### src/rtl/baso_regs.svh
// Constants for the byte ALU datapath
`ifndef BASO_REGS_SVH
`define BASO_REGS_SVH
`define BASO_ADDR_BASE   32'h0000_0000
`define BASO_REG_CTRL    12'h000
`define BASO_REG_OPND    12'h004
`define BASO_REG_ACC     12'h008
`define BASO_REG_STATUS  12'h00C
`define BASO_REG_PTR0    12'h010
`define BASO_REG_PTR1    12'h014
`define BASO_REG_FRES    12'h018
`define BASO_CTRL_OP_LSB 0
`define BASO_CTRL_DST    4
`define BASO_CTRL_PSEL   5
`define BASO_CTRL_GO     8
`define BASO_ST_C        0
`define BASO_ST_DC       1
`define BASO_ST_Z        2
`define BASO_ST_FWR      3
`define BASO_ACC_RST     8'h00
`define BASO_PTR_RST     16'h0000
`define BASO_EXEC_CYC    1
`endif

### src/rtl/baso_pkg.sv
// Types for the byte ALU datapath
package baso_pkg;
   typedef enum logic [2:0] {
      BASO_OP_NONE      = 3'h0,
      BASO_OP_PTR_ADD   = 3'h1,
      BASO_OP_ADD_LIT   = 3'h2,
      BASO_OP_AND_LIT   = 3'h3,
      BASO_OP_AND_REG   = 3'h4,
      BASO_OP_ADD_REG   = 3'h5,
      BASO_OP_ADDC_REG  = 3'h6,
      BASO_OP_ASR_REG   = 3'h7
   } baso_op_e;
   typedef struct packed {
      logic [7:0] res;
      logic       c;
      logic       dc;
      logic       z;
   } baso_alu_s;
endpackage

### src/rtl/baso_core.sv
// Byte ALU datapath with APB register access
//
// Functional notes
// RL1: pointer add sign-extends 6-bit literal, flags untouched
// RL2: pointer sum wraps modulo 65536
// RL3: add literal to accumulator, update C DC Z
// RL4: and literal with accumulator, only Z
// RL5: register address 0..127, dest bit routes
// RL6: and accumulator with register, only Z
// RL7: add accumulator and register, C DC Z
// RL8: add with carry includes current carry
// RL9: arithmetic shift right, bit0 to carry
// RL10: Z on zero result, carries bit7/bit3
// RL11: unlisted flags hold; one cycle execution
`timescale 1ns/10ps
`include "baso_regs.svh"
module baso_core (
   input  wire logic        core_clk_i,
   input  wire logic        srst_i,
   input  wire logic        psel_i,
   input  wire logic        penable_i,
   input  wire logic        pwrite_i,
   input  wire logic [11:0] paddr_i,
   input  wire logic [31:0] pwdata_i,
   output logic      [31:0] prdata_o,
   output logic             pready_o,
   output logic             pslverr_o,
   output logic      [6:0]  freg_addr_o,
   output logic      [7:0]  freg_wdata_o,
   output logic             freg_we_o,
   input  wire logic [7:0]  freg_rdata_i
);
   logic [7:0]  acc, next_acc;
   logic        c_flag, next_c_flag;
   logic        digit_carry_flag, next_digit_carry_flag;
   logic        z_flag, next_z_flag;
   logic        fwr_done, next_fwr_done;
   logic [15:0] ptr0, next_ptr0;
   logic [15:0] ptr1, next_ptr1;
   logic [7:0]  opnd, next_opnd;
   logic [2:0]  op, next_op;
   logic        dst, next_dst;
   logic        psel_ptr, next_psel_ptr;
   logic [7:0]  fres, next_fres;
   logic [6:0]  faddr, next_faddr;
   logic [7:0]  fwdata, next_fwdata;
   logic        fwe, next_fwe;
   logic [31:0] rdata, next_rdata;
   logic        ready, next_ready;
   logic        slverr, next_slverr;
   logic [7:0]  alu_res;
   logic        alu_c, alu_dc, alu_z;
   logic [7:0]  alu_b;
   logic [15:0] ptr_sum;
   logic        go;
   logic        acc_phase;
   logic        wr_commit;
   logic        wr_acc;

   // True for ops whose second operand comes from the file register
   function automatic logic is_reg_op(input logic [2:0] o);
      is_reg_op = (o == baso_pkg::BASO_OP_AND_REG) || (o == baso_pkg::BASO_OP_ADD_REG) ||
                  (o == baso_pkg::BASO_OP_ADDC_REG) || (o == baso_pkg::BASO_OP_ASR_REG);
   endfunction

   baso_alu8 u_alu (
      .op_i   (op),
      .acc_i  (acc),
      .opnd_i (alu_b),
      .c_i    (c_flag),
      .res_o  (alu_res),
      .c_o    (alu_c),
      .dc_o   (alu_dc),
      .z_o    (alu_z)
   );

   baso_ptr_add u_ptr (
      .ptr_i (psel_ptr ? ptr1 : ptr0),
      .lit_i (opnd[5:0]),
      .sum_o (ptr_sum)
   );

   // Register operand is the live read data for the addressed file register
   always_comb begin
      alu_b = is_reg_op(op) ? freg_rdata_i : opnd;
   end

   // APB: one wait state; read word registered at the first access edge
   // Writes land only at the edge where the master sees pready high
   always_comb begin
      acc_phase = psel_i && penable_i && !ready;
      wr_commit = psel_i && penable_i && ready && pwrite_i;
      next_ready = acc_phase;
      next_slverr = 1'b0;
      next_rdata = 32'h0000_0000;
      go = 1'b0;
      next_op = op;
      next_dst = dst;
      next_psel_ptr = psel_ptr;
      next_opnd = opnd;
      next_faddr = faddr;
      if (acc_phase) begin
         case (paddr_i)
            `BASO_REG_CTRL: next_rdata = {26'h0, psel_ptr, dst, 1'b0, op};
            `BASO_REG_OPND: next_rdata = {17'h0, faddr, opnd};
            `BASO_REG_ACC: next_rdata = {24'h0, acc};
            `BASO_REG_STATUS: next_rdata = {28'h0, fwr_done, z_flag, digit_carry_flag, c_flag};
            `BASO_REG_PTR0: next_rdata = {16'h0, ptr0};
            `BASO_REG_PTR1: next_rdata = {16'h0, ptr1};
            `BASO_REG_FRES: next_rdata = {24'h0, fres};
            default: next_slverr = 1'b1;
         endcase
      end
      if (wr_commit) begin
         case (paddr_i)
            `BASO_REG_CTRL: begin
               next_op = pwdata_i[`BASO_CTRL_OP_LSB +: 3];
               next_dst = pwdata_i[`BASO_CTRL_DST]; // RL5
               next_psel_ptr = pwdata_i[`BASO_CTRL_PSEL];
               go = pwdata_i[`BASO_CTRL_GO];
            end
            `BASO_REG_OPND: begin
               next_opnd = pwdata_i[7:0];
               next_faddr = pwdata_i[14:8]; // RL5
            end
            default: begin
            end
         endcase
      end
   end

   // Execution: one instruction per go pulse; acc and flags update at the go edge, file register write lands one edge later
   always_comb begin
      next_acc = acc;
      next_c_flag = c_flag; // RL11
      next_digit_carry_flag = digit_carry_flag; // RL11
      next_z_flag = z_flag; // RL11
      next_ptr0 = ptr0;
      next_ptr1 = ptr1;
      next_fres = fres;
      next_fwdata = fwdata;
      next_fwe = 1'b0;
      next_fwr_done = fwr_done;
      wr_acc = 1'b0;
      if (wr_commit && paddr_i == `BASO_REG_ACC) begin
         next_acc = pwdata_i[7:0];
      end
      if (wr_commit && paddr_i == `BASO_REG_STATUS) begin
         next_c_flag = pwdata_i[`BASO_ST_C];
         next_digit_carry_flag = pwdata_i[`BASO_ST_DC];
         next_z_flag = pwdata_i[`BASO_ST_Z];
      end
      if (wr_commit && paddr_i == `BASO_REG_PTR0) begin
         next_ptr0 = pwdata_i[15:0];
      end
      if (wr_commit && paddr_i == `BASO_REG_PTR1) begin
         next_ptr1 = pwdata_i[15:0];
      end
      if (go) begin
         next_fwr_done = 1'b0;
         case (op)
            baso_pkg::BASO_OP_PTR_ADD: begin
               if (psel_ptr) begin
                  next_ptr1 = ptr_sum; // RL1 RL2 RL11
               end else begin
                  next_ptr0 = ptr_sum; // RL1 RL2 RL11
               end
            end
            baso_pkg::BASO_OP_ADD_LIT: begin
               wr_acc = 1'b1; // RL3
               next_c_flag = alu_c; // RL3
               next_digit_carry_flag = alu_dc; // RL3
               next_z_flag = alu_z; // RL3
            end
            baso_pkg::BASO_OP_AND_LIT: begin
               wr_acc = 1'b1; // RL4
               next_z_flag = alu_z; // RL4
            end
            baso_pkg::BASO_OP_AND_REG: begin
               wr_acc = !dst; // RL5 RL6
               next_z_flag = alu_z; // RL6
            end
            baso_pkg::BASO_OP_ADD_REG,
            baso_pkg::BASO_OP_ADDC_REG: begin
               wr_acc = !dst; // RL5 RL7 RL8
               next_c_flag = alu_c; // RL7 RL8
               next_digit_carry_flag = alu_dc; // RL7 RL8
               next_z_flag = alu_z; // RL7 RL8
            end
            baso_pkg::BASO_OP_ASR_REG: begin
               wr_acc = !dst; // RL9
               next_c_flag = alu_c; // RL9
               next_z_flag = alu_z; // RL9
            end
            default: begin
            end
         endcase
         if (op != baso_pkg::BASO_OP_PTR_ADD && op != baso_pkg::BASO_OP_NONE) begin
            next_fres = alu_res;
         end
         if (is_reg_op(op) && dst) begin
            next_fwdata = alu_res; // RL5 RL11
            next_fwe = 1'b1; // RL5 RL11
            next_fwr_done = 1'b1;
         end
      end
      if (wr_acc) begin
         next_acc = alu_res;
      end
   end

   // Bus side state
   always_ff @(posedge core_clk_i) begin
      if (srst_i) begin
         opnd <= 8'h00;
         op <= baso_pkg::BASO_OP_NONE;
         dst <= 1'b0;
         psel_ptr <= 1'b0;
         faddr <= 7'h00;
         rdata <= 32'h0000_0000;
         ready <= 1'b0;
         slverr <= 1'b0;
      end else begin
         opnd <= next_opnd;
         op <= next_op;
         dst <= next_dst;
         psel_ptr <= next_psel_ptr;
         faddr <= next_faddr;
         rdata <= next_rdata;
         ready <= next_ready;
         slverr <= next_slverr;
      end
   end

   // Datapath state
   always_ff @(posedge core_clk_i) begin
      if (srst_i) begin
         acc <= `BASO_ACC_RST;
         c_flag <= 1'b0;
         digit_carry_flag <= 1'b0;
         z_flag <= 1'b0;
         fwr_done <= 1'b0;
         ptr0 <= `BASO_PTR_RST;
         ptr1 <= `BASO_PTR_RST;
         fres <= 8'h00;
         fwdata <= 8'h00;
         fwe <= 1'b0;
      end else begin
         acc <= next_acc;
         c_flag <= next_c_flag;
         digit_carry_flag <= next_digit_carry_flag;
         z_flag <= next_z_flag;
         fwr_done <= next_fwr_done;
         ptr0 <= next_ptr0;
         ptr1 <= next_ptr1;
         fres <= next_fres;
         fwdata <= next_fwdata;
         fwe <= next_fwe;
      end
   end

   always_comb begin
      prdata_o = rdata;
      pready_o = ready;
      pslverr_o = slverr;
      freg_addr_o = faddr;
      freg_wdata_o = fwdata;
      freg_we_o = fwe;
   end
endmodule

### src/rtl/baso_alu8.sv
// 8-bit add, and, shift unit with flag outputs
`timescale 1ns/10ps
module baso_alu8 (
   input  wire logic [2:0] op_i,
   input  wire logic [7:0] acc_i,
   input  wire logic [7:0] opnd_i,
   input  wire logic       c_i,
   output logic      [7:0] res_o,
   output logic            c_o,
   output logic            dc_o,
   output logic            z_o
);
   logic [4:0] lo_sum;
   logic [8:0] full_sum;
   logic       cin;
   always_comb begin
      cin = (op_i == baso_pkg::BASO_OP_ADDC_REG) ? c_i : 1'b0; // RL8
      lo_sum = {1'b0, acc_i[3:0]} + {1'b0, opnd_i[3:0]} + {4'h0, cin};
      full_sum = {1'b0, acc_i} + {1'b0, opnd_i} + {8'h00, cin};
      res_o = full_sum[7:0];
      c_o = full_sum[8]; // RL10
      dc_o = lo_sum[4]; // RL10
      case (op_i)
         baso_pkg::BASO_OP_AND_LIT,
         baso_pkg::BASO_OP_AND_REG: begin
            res_o = acc_i & opnd_i; // RL4 RL6
         end
         baso_pkg::BASO_OP_ASR_REG: begin
            res_o = {opnd_i[7], opnd_i[7:1]}; // RL9
            c_o = opnd_i[0]; // RL9
         end
         default: begin
         end
      endcase
      z_o = (res_o == 8'h00); // RL10
   end
endmodule

### src/rtl/baso_ptr_add.sv
// Signed 6-bit literal added to a 16-bit pointer, wrapping
`timescale 1ns/10ps
module baso_ptr_add (
   input  wire logic [15:0] ptr_i,
   input  wire logic [5:0]  lit_i,
   output logic      [15:0] sum_o
);
   always_comb begin
      sum_o = ptr_i + {{10{lit_i[5]}}, lit_i}; // RL1 RL2
   end
endmodule

### config.mk
export PLATFORM = sky130hd
export DESIGN_NAME = baso_core
export DESIGN_NICKNAME = d
export VERILOG_FILES = /design/src/rtl/baso_pkg.sv /design/src/rtl/baso_core.sv /design/src/rtl/baso_alu8.sv /design/src/rtl/baso_ptr_add.sv
export VERILOG_INCLUDE_DIRS = /design/src /design/src/rtl
export SDC_FILE = /design/constraint.sdc
export NUM_CORES = 1
export LEC_CHECK = 0
export ABC_CLOCK_PERIOD_IN_PS = 9600
export BUFFER_PORTS_ARGS = -buffer_cell sky130_fd_sc_hd__buf_2
export CORE_MARGIN = 5
export CORE_UTILIZATION = 30
export CTS_CLUSTER_DIAMETER = 50
export DETAILED_ROUTE_END_ITERATION = 8
export PLACE_DENSITY = 0.54
export SLEW_MARGIN = 5
export SYNTH_ARGS = -nofsm -noshare
export SYNTH_HDL_FRONTEND = slang
export SYNTH_SLANG_ARGS = --single-unit
### constraint.sdc
create_clock -name core_clk_i -period 9.6 [get_ports core_clk_i]
set_input_delay 0.48 -clock core_clk_i [delete_from_list [all_inputs] [get_ports core_clk_i]]
set_output_delay 0.48 -clock core_clk_i [all_outputs]
set_load 0.01 [all_outputs]
Yosys cells after proc, flatten, opt, wreduce, memory -nomap -nowiden
Index checks and enable logic that the tools add are counted.

storage, ports and cells
  flip-flop bits (word level) = 115
  input port bits = 57

operators by class
  add/sub/neg operators = 5
  equal/unequal tests = 14
  muxes and demuxes = 31
  bitwise operators = 3
  reductions and logical operators = 32

operators by type and width
  operator               count
  $mux W16               9
  $pmux W16 S7           1
  $eq A12 B5 Y1 const B  3
  $eq A12 B4 Y1 const B  2
  $mux W8                3
  $add A16 B16 Y16       1
  $mux W1                16
  $pmux W8 S2            1
  $eq A12 B3 Y1 const B  1
  $eq A3 B3 Y1 const B   4
  $logic_not A12 Y1      1
  $logic_and A1 B1 Y1    10
  $add A8 B8 Y9          1
  $add A9 B1 Y9          1
  $and A8 B8 Y8          1
  $logic_not A8 Y1       1
  $reduce_and A2 Y1      4
  $reduce_or A2 Y1       4
  $reduce_or A4 Y1       2
  $reduce_or A7 Y1       1
  $eq A3 B2 Y1 const B   2
  $reduce_or A6 Y1       1
  $add A4 B4 Y5          1
  $add A5 B1 Y5          1
  other kinds (9)        13

Logic depth before layout (Yosys ltp)
Gate-level depths: netlist (run 1).

  depth after elaboration = 11
  mapped depth = 15
  gate-level depth less buffers = 12

Modules after synthesis
Synthesis (run 1) repeated with hierarchy kept, for this count alone.

second synthesis, totals
  cell total of the unflattened synthesis = 837
  area, all modules = 6985.4 sq um

by module, submodules not included
  module        times used  cells each  area each (sq um)  seq. area each (sq um)
  baso_core     1           641         5480.3             1981.9
  baso_ptr_add  1           104         809.5              0.0
  baso_alu8     1           92          695.7              0.0

Least setup slack after synthesis (run 1)
OpenSTA, ideal clock, no wires.

  path kind = reg-to-reg
  start = reg op[2]
  end = reg z_flag
  arrival = 3.827 ns
  data required time = 9.513 ns
  setup slack = 5.685 ns
  stages on the path, launching flop included = 15
  cells stage by stage = dfxtp_1 > clkbuf_1 > clkbuf_1 > clkbuf_1 > clkbuf_1 > mux2_2 > ha_1 > clkbuf_1 > and4_1 > o21a_1 > o31a_1 > or3_1 > a31oi_1 > nand4_1 > o31ai_1

between the ends
  cells in the longest elaborated chain, start to end = 11

RTL lines
  what                                    RTL line                                            source
  start, declared                         baso_core.sv:41                                     logic [2:0] op, next_op;
  start signal, assigned                  baso_core.sv:216                                    op <= baso_pkg::BASO_OP_NONE;
  start signal, assigned                  baso_core.sv:225                                    op <= next_op;
  $eq A3 B3 Y1, on equally long branches  baso_core.sv:62, baso_core.sv:161, baso_alu8.sv:23
  $logic_or A1 B1 Y1 (2 in series)        baso_core.sv:62                                     is_reg_op = (o == baso_pkg::BASO_OP_AND_REG) || (o == baso_pkg::BASO_OP_ADD_REG) ||
  $logic_or A1 B1 Y1                      baso_core.sv:63                                     (o == baso_pkg::BASO_OP_ADDC_REG) || (o == baso_pkg::BASO_OP_ASR_REG);
  $mux W8                                 baso_core.sv:85                                     alu_b = is_reg_op(op) ? freg_rdata_i : opnd;
  $add A8 B8 Y9                           baso_alu8.sv:19                                     full_sum = {1'b0, acc_i} + {1'b0, opnd_i} + {8'h00, cin};
  $add A9 B1 Y9                           baso_alu8.sv:19
  $pmux W8 S2                             baso_alu8.sv:23                                     case (op_i)
  $logic_not A8 Y1                        baso_alu8.sv:35                                     z_o = (res_o == 8'h00);
  $mux W1 *                               baso_core.sv:161                                    case (op)
  $mux W1 *                               baso_core.sv:159                                    if (go) begin
  end signal, assigned                    baso_core.sv:252                                    z_flag <= next_z_flag;
  end, declared                           baso_core.sv:36                                     logic z_flag, next_z_flag;

Mark *: on every way between the ends. The rest lies on a longest branch, timed or not.
A chain may end at the register's enable or synchronous reset.

Final worst setup path (run 1)
  start = reg op[1]
  end = reg z_flag

Same word-level chain as after synthesis.

==> results of run 1 <==
worst max-delay path: cells and delay by family (launching register included):
| kind | cells | cell delay [ns] |
|---|---|---|
| fa+ha+maj | 2 | 0.86 |
| flops | 1 | 0.71 |
| buf+inv | 1 | 0.10 |
| compound gates | 4 | 1.00 |
| simple gates | 4 | 0.95 |
per-layer routing:
metal / vias to the layer above / global-route usage (%) / routed length, µm
met4: 2 / 5.26 / 343
li1: 2710 / - / -
met5: - / 0 / 7
met2: 142 / 24.0 / 8280
met3: 24 / 2.22 / 916
met1: 2624 / 22.7 / 9310
worst max-delay path by stage:
stage	startpoint	slack [ns]	to
2_1_floorplan	op[2]	5.69	z_flag
3_3_place_gp	op[1]	5.93	z_flag
3_5_place_dp	op[2]	5.97	z_flag
4_1_cts	op[2]	5.94	z_flag
5_1_grt	op[1]	5.60	z_flag
6_report	op[1]	5.89	z_flag
synth_stat cells (2+ instances only):
| cell type | count | share of area (%) |
|---|---|---|
| inv_1 | 11 | 0.67 |
| nor3_1 | 8 | 0.65 |
| o21ai_0 | 15 | 1.2 |
| clkbuf_1 | 33 | 2.0 |
| nor2_1 | 66 | 4.0 |
| mux2i_1 | 30 | 4.9 |
| ha_1 | 23 | 4.7 |
| nor3_2 | 2 | 0.32 |
| o31ai_1 | 3 | 0.36 |
| nand2b_1 | 4 | 0.40 |
| and3_1 | 6 | 0.61 |
| buf_2 | 9 | 0.73 |
| or2_2 | 2 | 0.20 |
| fa_1 | 3 | 0.97 |
| or4_1 | 2 | 0.24 |
| a22oi_1 | 13 | 1.6 |
| xor2_1 | 11 | 1.6 |
| dfxtp_1 | 99 | 32 |
| mux2_2 | 27 | 4.9 |
| or3_1 | 6 | 0.61 |
| xnor2_1 | 8 | 1.1 |
| a211oi_1 | 65 | 7.9 |
| a31oi_1 | 9 | 0.91 |
| o21a_1 | 4 | 0.49 |
| a31o_2 | 2 | 0.28 |
| nand4_1 | 4 | 0.40 |
| a21o_1 | 11 | 1.3 |
| a221o_1 | 4 | 0.65 |
| nor4b_1 | 2 | 0.28 |
| a221oi_1 | 4 | 0.57 |
| nor3b_1 | 2 | 0.24 |
| nand2_1 | 70 | 4.3 |
| and4_1 | 2 | 0.28 |
| a21oi_1 | 53 | 4.3 |
| nand3_1 | 9 | 0.73 |
| buf_4 | 18 | 2.2 |
| o211ai_1 | 2 | 0.24 |
| mux4_2 | 4 | 1.5 |
| a222oi_1 | 7 | 1.1 |
| nor2b_1 | 39 | 3.9 |
| a211oi_2 | 6 | 1.2 |
flip-flops by register name (all words and copies together) (netlist names), 3 cells and up:
register,count
freg_wdata_o,8
opnd,8
acc,8
fres,8
ptr1,16
prdata_o,16
ptr0,16
freg_addr_o,7
op,3
power by group:
part	internal [mW]	leakage (nW)	total [mW]	switching (mW)
sequential	0.411	0.797	0.411	0.000190
clock	0.181	0.124	0.345	0.164
combinational	0.00953	1.81	0.0333	0.0238
cell families (layout without fill, tap and decap cells):
family | after synthesis | after routing | synth area share (%)
AOI/OAI and AO/OA | 207 | 207 | 23.4
xor gates and xnor gates | 19 | 19 | 2.69
adders and majority gates | 26 | 26 | 5.63
buffers and inverters | 73 | 110 | 5.83
DFF | 99 | 99 | 32.1
muxes | 62 | 62 | 11.4
other | 1 | 17 | 0.0607
and+or+nand+nor | 232 | 232 | 18.9
per-stage QoR:
| step | utilization, % | instance area, µm² | hold WS (ns) |
|---|---|---|---|
| after detailed placement | 33.2 | 6720 | 0.444 |
| after global placement | 33.2 | 6720 | 0.440 |
| after global routing | 34.6 | 6990 | 0.403 |
| final | 34.6 | 6990 | 0.391 |
| after CTS | 34.5 | 6990 | 0.386 |
| after floorplan | - | 6240 | 0.428 |
final cells by class:
class,count,share of cell area [%]
Clock inverter,4,0.394
Antenna cell,1,0.0358
Inverter,11,0.590
Sequential cell,99,28.3
Tap cell,270,4.83
Timing Repair Buffer,84,6.37
Clock buffer,11,3.47
Multi-Input combinational cell,562,56.0
==> results.json, run 1 <==
{
  "rrSetupSlack_ns": 5.89,
  "gp_congestion": 0.862,
  "hold_violations": 0,
  "regArea_um2": 1980,
  "grt_pass1_vias": 5288,
  "wirelength_um": 18900,
  "crit_top_cell": "fa_1",
  "slew_viol_final": 0,
  "mostFrequentLayoutCell": "dfxtp_1",
  "max_freq_mhz": 270,
  "fin_ws_ns": 5.89,
  "irDropWorstVdd_v": 0.0000642,
  "fillers": 2135,
  "grt_pass1_wl_um": 29900,
  "period_minus_slack_ns": 3.71,
  "hpwl_um": 13200,
  "clock_path_buffers": 2,
  "crit_type": "register to register",
  "crit_path_start_kind": "register",
  "start_util_pct": 30.5,
  "ys_types": 62,
  "cts_resized": 0,
  "ys_ff_latch": 99,
  "crit_fanout": 16,
  "status": "completed",
  "die_y_um": 154,
  "required_ns": 9.87,
  "finClkSkew_ns": 0.00641,
  "cts.sinks": 99,
  "layout_common_cells": "99 x dfxtp_1, 74 x buf_2, 70 x nand2_1",
  "clk_pin_slew_ns": 0.07,
  "antenna_found_initial": 2,
  "slowest_stage": "dfxtp_1",
  "nNetsFinal": 850,
  "ioPinCount": 107,
  "drive_above_1_share_pct": 19.3,
  "synth_edf_count": 0,
  "p_total_uw": 790,
  "drtPass1Iterations": 4,
  "ant_nets": 0,
  "syn_to_final_growth_pct": 13.1,
  "post-route-period-util_pct": 38.6,
  "worstPathCellList": "nor2b_1, nand3_1, fa_1, inv_1, fa_1, a22oi_1, o21ai_0, a21oi_1, nor4b_1, nand4_1, o31ai_1",
  "drt_iter0_drc": 461,
  "via_count": 5502,
  "holdPathStages": 3,
  "hold_class": "input port to register",
  "slew_headroom_pct": 25.8,
  "synthArstFlopShare_pct": 0,
  "coreArea_um2": 20200,
  "cp-end-kind": "register",
  "die_area_um2": 23600,
  "min_from": "pwdata_i[13]",
  "synthFlopType": "dfxtp_1",
  "tightest_slew_ns": 1.11,
  "via_per_inst": 5.28,
  "wire_per_inst_um": 18.1,
  "syn_area_um2": 6180,
  "numPortBuffers": 74,
  "fin_cells": 1042,
  "grt_use_total_pct": 15.7,
  "critPathMaxStageDelay_ns": 0.71,
  "cts_hold_buf": 0,
  "r2r_start": "op[1]",
  "finalSetupViolations": 0,
  "synthesis.instances": 719,
  "power.density_nw_per_um2": 113,
  "synth_area_per_cell_um2": 8.60,
  "r2r_end": "z_flag",
  "multiInputGateArea_um2": 3910,
  "place_ws_ns": 5.97,
  "cts_root_buffer": "clkbuf_16",
  "p_leak_nw": 2.73,
  "hold_end": "freg_addr_o[5]",
  "drt_drc_violations_left": 0,
  "clk_latency_ns": 0.35,
  "crit_arrival_ns": 3.97,
  "postCtsSetupRepairBufs": 0,
  "rsz0062_at_grt": "no",
  "yosysSeqAreaShare_pct": 32.1,
  "die_w_um": 154,
  "ff2ff_path_depth": 11,
  "dp.cells": 1026,
  "gr-total-overflow": 0,
  "cts_inserted_buffers": 9,
  "htree_levels": 3,
  "rows": 52,
  "cts_tree": "done",
  "ys_warn_count": 0,
  "grt_max_degree": 86,
  "setup_tns_ns": 0,
  "cap_viol_max_count": 0
}
Note: power is estimated with default switching activity, not from simulation.
==> run 2, diff against run 1 <==
- ABC_AREA: default -> 1
- ABC_CLOCK_PERIOD_IN_PS: 9600 -> 3400
- PLACE_DENSITY: 0.54 -> 0.56
- clock period: 9.6 -> 3.4 ns (I/O delays scaled with it)
==> run 2 against run 1 <==
Non-clock buffer count rose by 2. Via count rose by 15%. Sequential share of layout area fell by 0.49 points. Largest cell class unchanged. Highest routed layer unchanged.
==> results.json, run 2 <==
{
  "m1WireLength_um": 9430,
  "clk_pin_slew_ns": 0.08,
  "mostFrequentLayoutCell": "nand2_1",
  "ys_types": 39,
  "grt_use_total_pct": 17.3,
  "holdPathStages": 3,
  "r2r_start": "op[2]",
  "grt_max_degree": 49,
  "syn_area_um2": 6250,
  "grt_pass1_vias": 5985,
  "p_leak_nw": 3.18,
  "drtPass1Iterations": 5,
  "cts_resized": 0,
  "r2r_end": "z_flag",
  "slew_headroom_pct": 42.0,
  "clk_latency_ns": 0.38,
  "cts.sinks": 99,
  "required_ns": 3.71,
  "route.met2.wl_um": 9810,
  "antenna_cells": 0,
  "crit_arrival_ns": 3.03,
  "drt_drc_violations_left": 0,
  "syn_to_final_growth_pct": 13.9,
  "drt_iter0_drc": 430,
  "ioPinCount": 107,
  "finClkSkew_ns": 0.0131,
  "via_per_inst": 4.89,
  "htree_levels": 3,
  "min_from": "pwdata_i[10]",
  "yosys.area.top_type": "dfxtp_1",
  "final_core_util_pct": 34.9,
  "hpwl_um": 15900,
  "rrSetupSlack_ns": 0.67,
  "synth_top_area_share_pct": 31.7,
  "tightest_slew_ns": 0.860,
  "synthFlopType": "dfxtp_1",
  "synthesis.instances": 958,
  "nNetsFinal": 1103,
  "top_layer_used": "met5",
  "cts_root_buffer": "clkbuf_16",
  "max_freq_mhz": 367,
  "post-route-period-util_pct": 80.1,
  "cts_inserted_buffers": 9,
  "die_w_um": 154,
  "drive_above_1_share_pct": 12.7,
  "ys_ff_latch": 99,
  "synth_most_common_cell": "nand2_1",
  "crit_fanout": 17,
  "ys_top_cells_by_area": "dfxtp_1 32%, nand2_1 13%, o21ai_0 11%",
  "synth_common_cells": "210 x nand2_1, 135 x o21ai_0, 117 x inv_1, 106 x a21oi_1, 99 x dfxtp_1",
  "die_y_um": 154,
  "irDropWorstVdd_v": 0.000223,
  "cts_tree": "done",
  "setup_tns_ns": 0,
  "holdWs_ns": 0.0855,
  "ant_nets": 0,
  "period_minus_slack_ns": 2.73,
  "die_area_um2": 23800,
  "finalSetupViolations": 0,
  "place_area_um2": 6820,
  "ff2ff_path_depth": 15,
  "antenna_found_initial": 1,
  "slew_viol_final": 0,
  "numPortBuffers": 74,
  "synth_area_per_cell_um2": 6.52,
  "clock_path_buffers": 2,
  "crit_type": "register to register",
  "crit_path_start_kind": "register",
  "design_area_um2": 7120,
  "coreArea_um2": 20400,
  "rsz0062_at_grt": "no",
  "met3_length_um": 1210,
  "cp-end-kind": "register",
  "layout_common_cells": "210 x nand2_1, 135 x o21ai_0, 117 x inv_1",
  "power.density_nw_per_um2": 324,
  "hold_end": "freg_addr_o[2]",
  "start_util_pct": 30.7,
  "gp_congestion": 0.903,
  "gr-total-overflow": 0,
  "status": "completed",
  "hold_violations": 0,
  "grt_pass1_wl_um": 33100,
  "synthArstFlopShare_pct": 0,
  "p_total_mw": 2.31,
  "postCtsSetupRepairBufs": 0,
  "synth_edf_count": 0,
  "rows": 52,
  "hold_class": "input port to register",
  "yosysSeqAreaShare_pct": 31.7,
  "fillers": 2253,
  "ys_warn_count": 0,
  "cap_viol_max_count": 0,
  "cts_hold_buf": 0,
  "wirelength_um": 20800,
  "via_count": 6336,
  "wire_per_inst_um": 16.1
}
==> run 2: cell type report <==
| cell class | count | area (µm²) | share of cell area [%] |
|---|---|---|---|
| multi-input combinational | 701 | 3580 | 50.3 |
| sequential | 99 | 1980 | 27.9 |
| inverter | 123 | 462 | 6.49 |
| timing repair buffer | 86 | 460 | 6.47 |
| tap | 270 | 338 | 4.75 |
| clock buffer | 10 | 239 | 3.36 |
| clock inverter | 6 | 55.1 | 0.774 |
==> run 2: routing by layer <==
layer	vias to the layer above	GRT usage (%)
li1	3251	-
met1	2880	23.3
met2	184	28.6
met3	19	2.43
met4	2	5.55
met5	-	0
==> run 2: kinds of logic after synthesis <==
family | count (synthesis) | synth area share (%)
other cells | 1 | 0.0600
xor+xnor | 12 | 1.68
compound gates | 275 | 22.7
fa+ha+maj | 26 | 5.57
simple gates | 372 | 26.3
flops | 99 | 31.7
buf+inv | 173 | 11.9
==> run 2: how the worst max path moves through the flow <==
stage / start / endpoint / slack, ns / depth (start not counted)
after floorplan: op[2] / z_flag / 0.87 / 18
after global placement: op[2] / z_flag / 0.72 / 15
after detailed placement: op[2] / z_flag / 0.68 / 15
after CTS: op[2] / z_flag / 0.68 / 15
after global routing: op[2] / z_flag / 0.40 / 15
final: op[2] / z_flag / 0.67 / 15
==> run 2: through the flow <==
step,worst slack [ns],cells
finish,0.675,1295
detailed placement,0.680,1279
global placement,0.715,1279
global route,0.396,1295
CTS,0.677,1295
floorplan,0.866,973
==> run 2: critical path, cell delays in order (launching register included) <==
cell	delay, ns
dfxtp_1	0.49
buf_4	0.28
nand3_1	0.13
fa_1	0.38
inv_1	0.12
fa_1	0.22
nand2_1	0.07
nand2_1	0.15
nand4_1	0.15
nand2_1	0.09
nand2_1	0.05
nand3_1	0.06
nand2_1	0.08
inv_1	0.12
nand3_1	0.13
a21oi_1	0.13
==> run 2: report_power, final <==
part           total, mW  internal [mW]  switching, mW  leakage (nW)
logic             0.0926         0.0277         0.0649          2.24
clock network       1.06          0.531          0.524         0.139
registers           1.16           1.16       0.000536         0.797
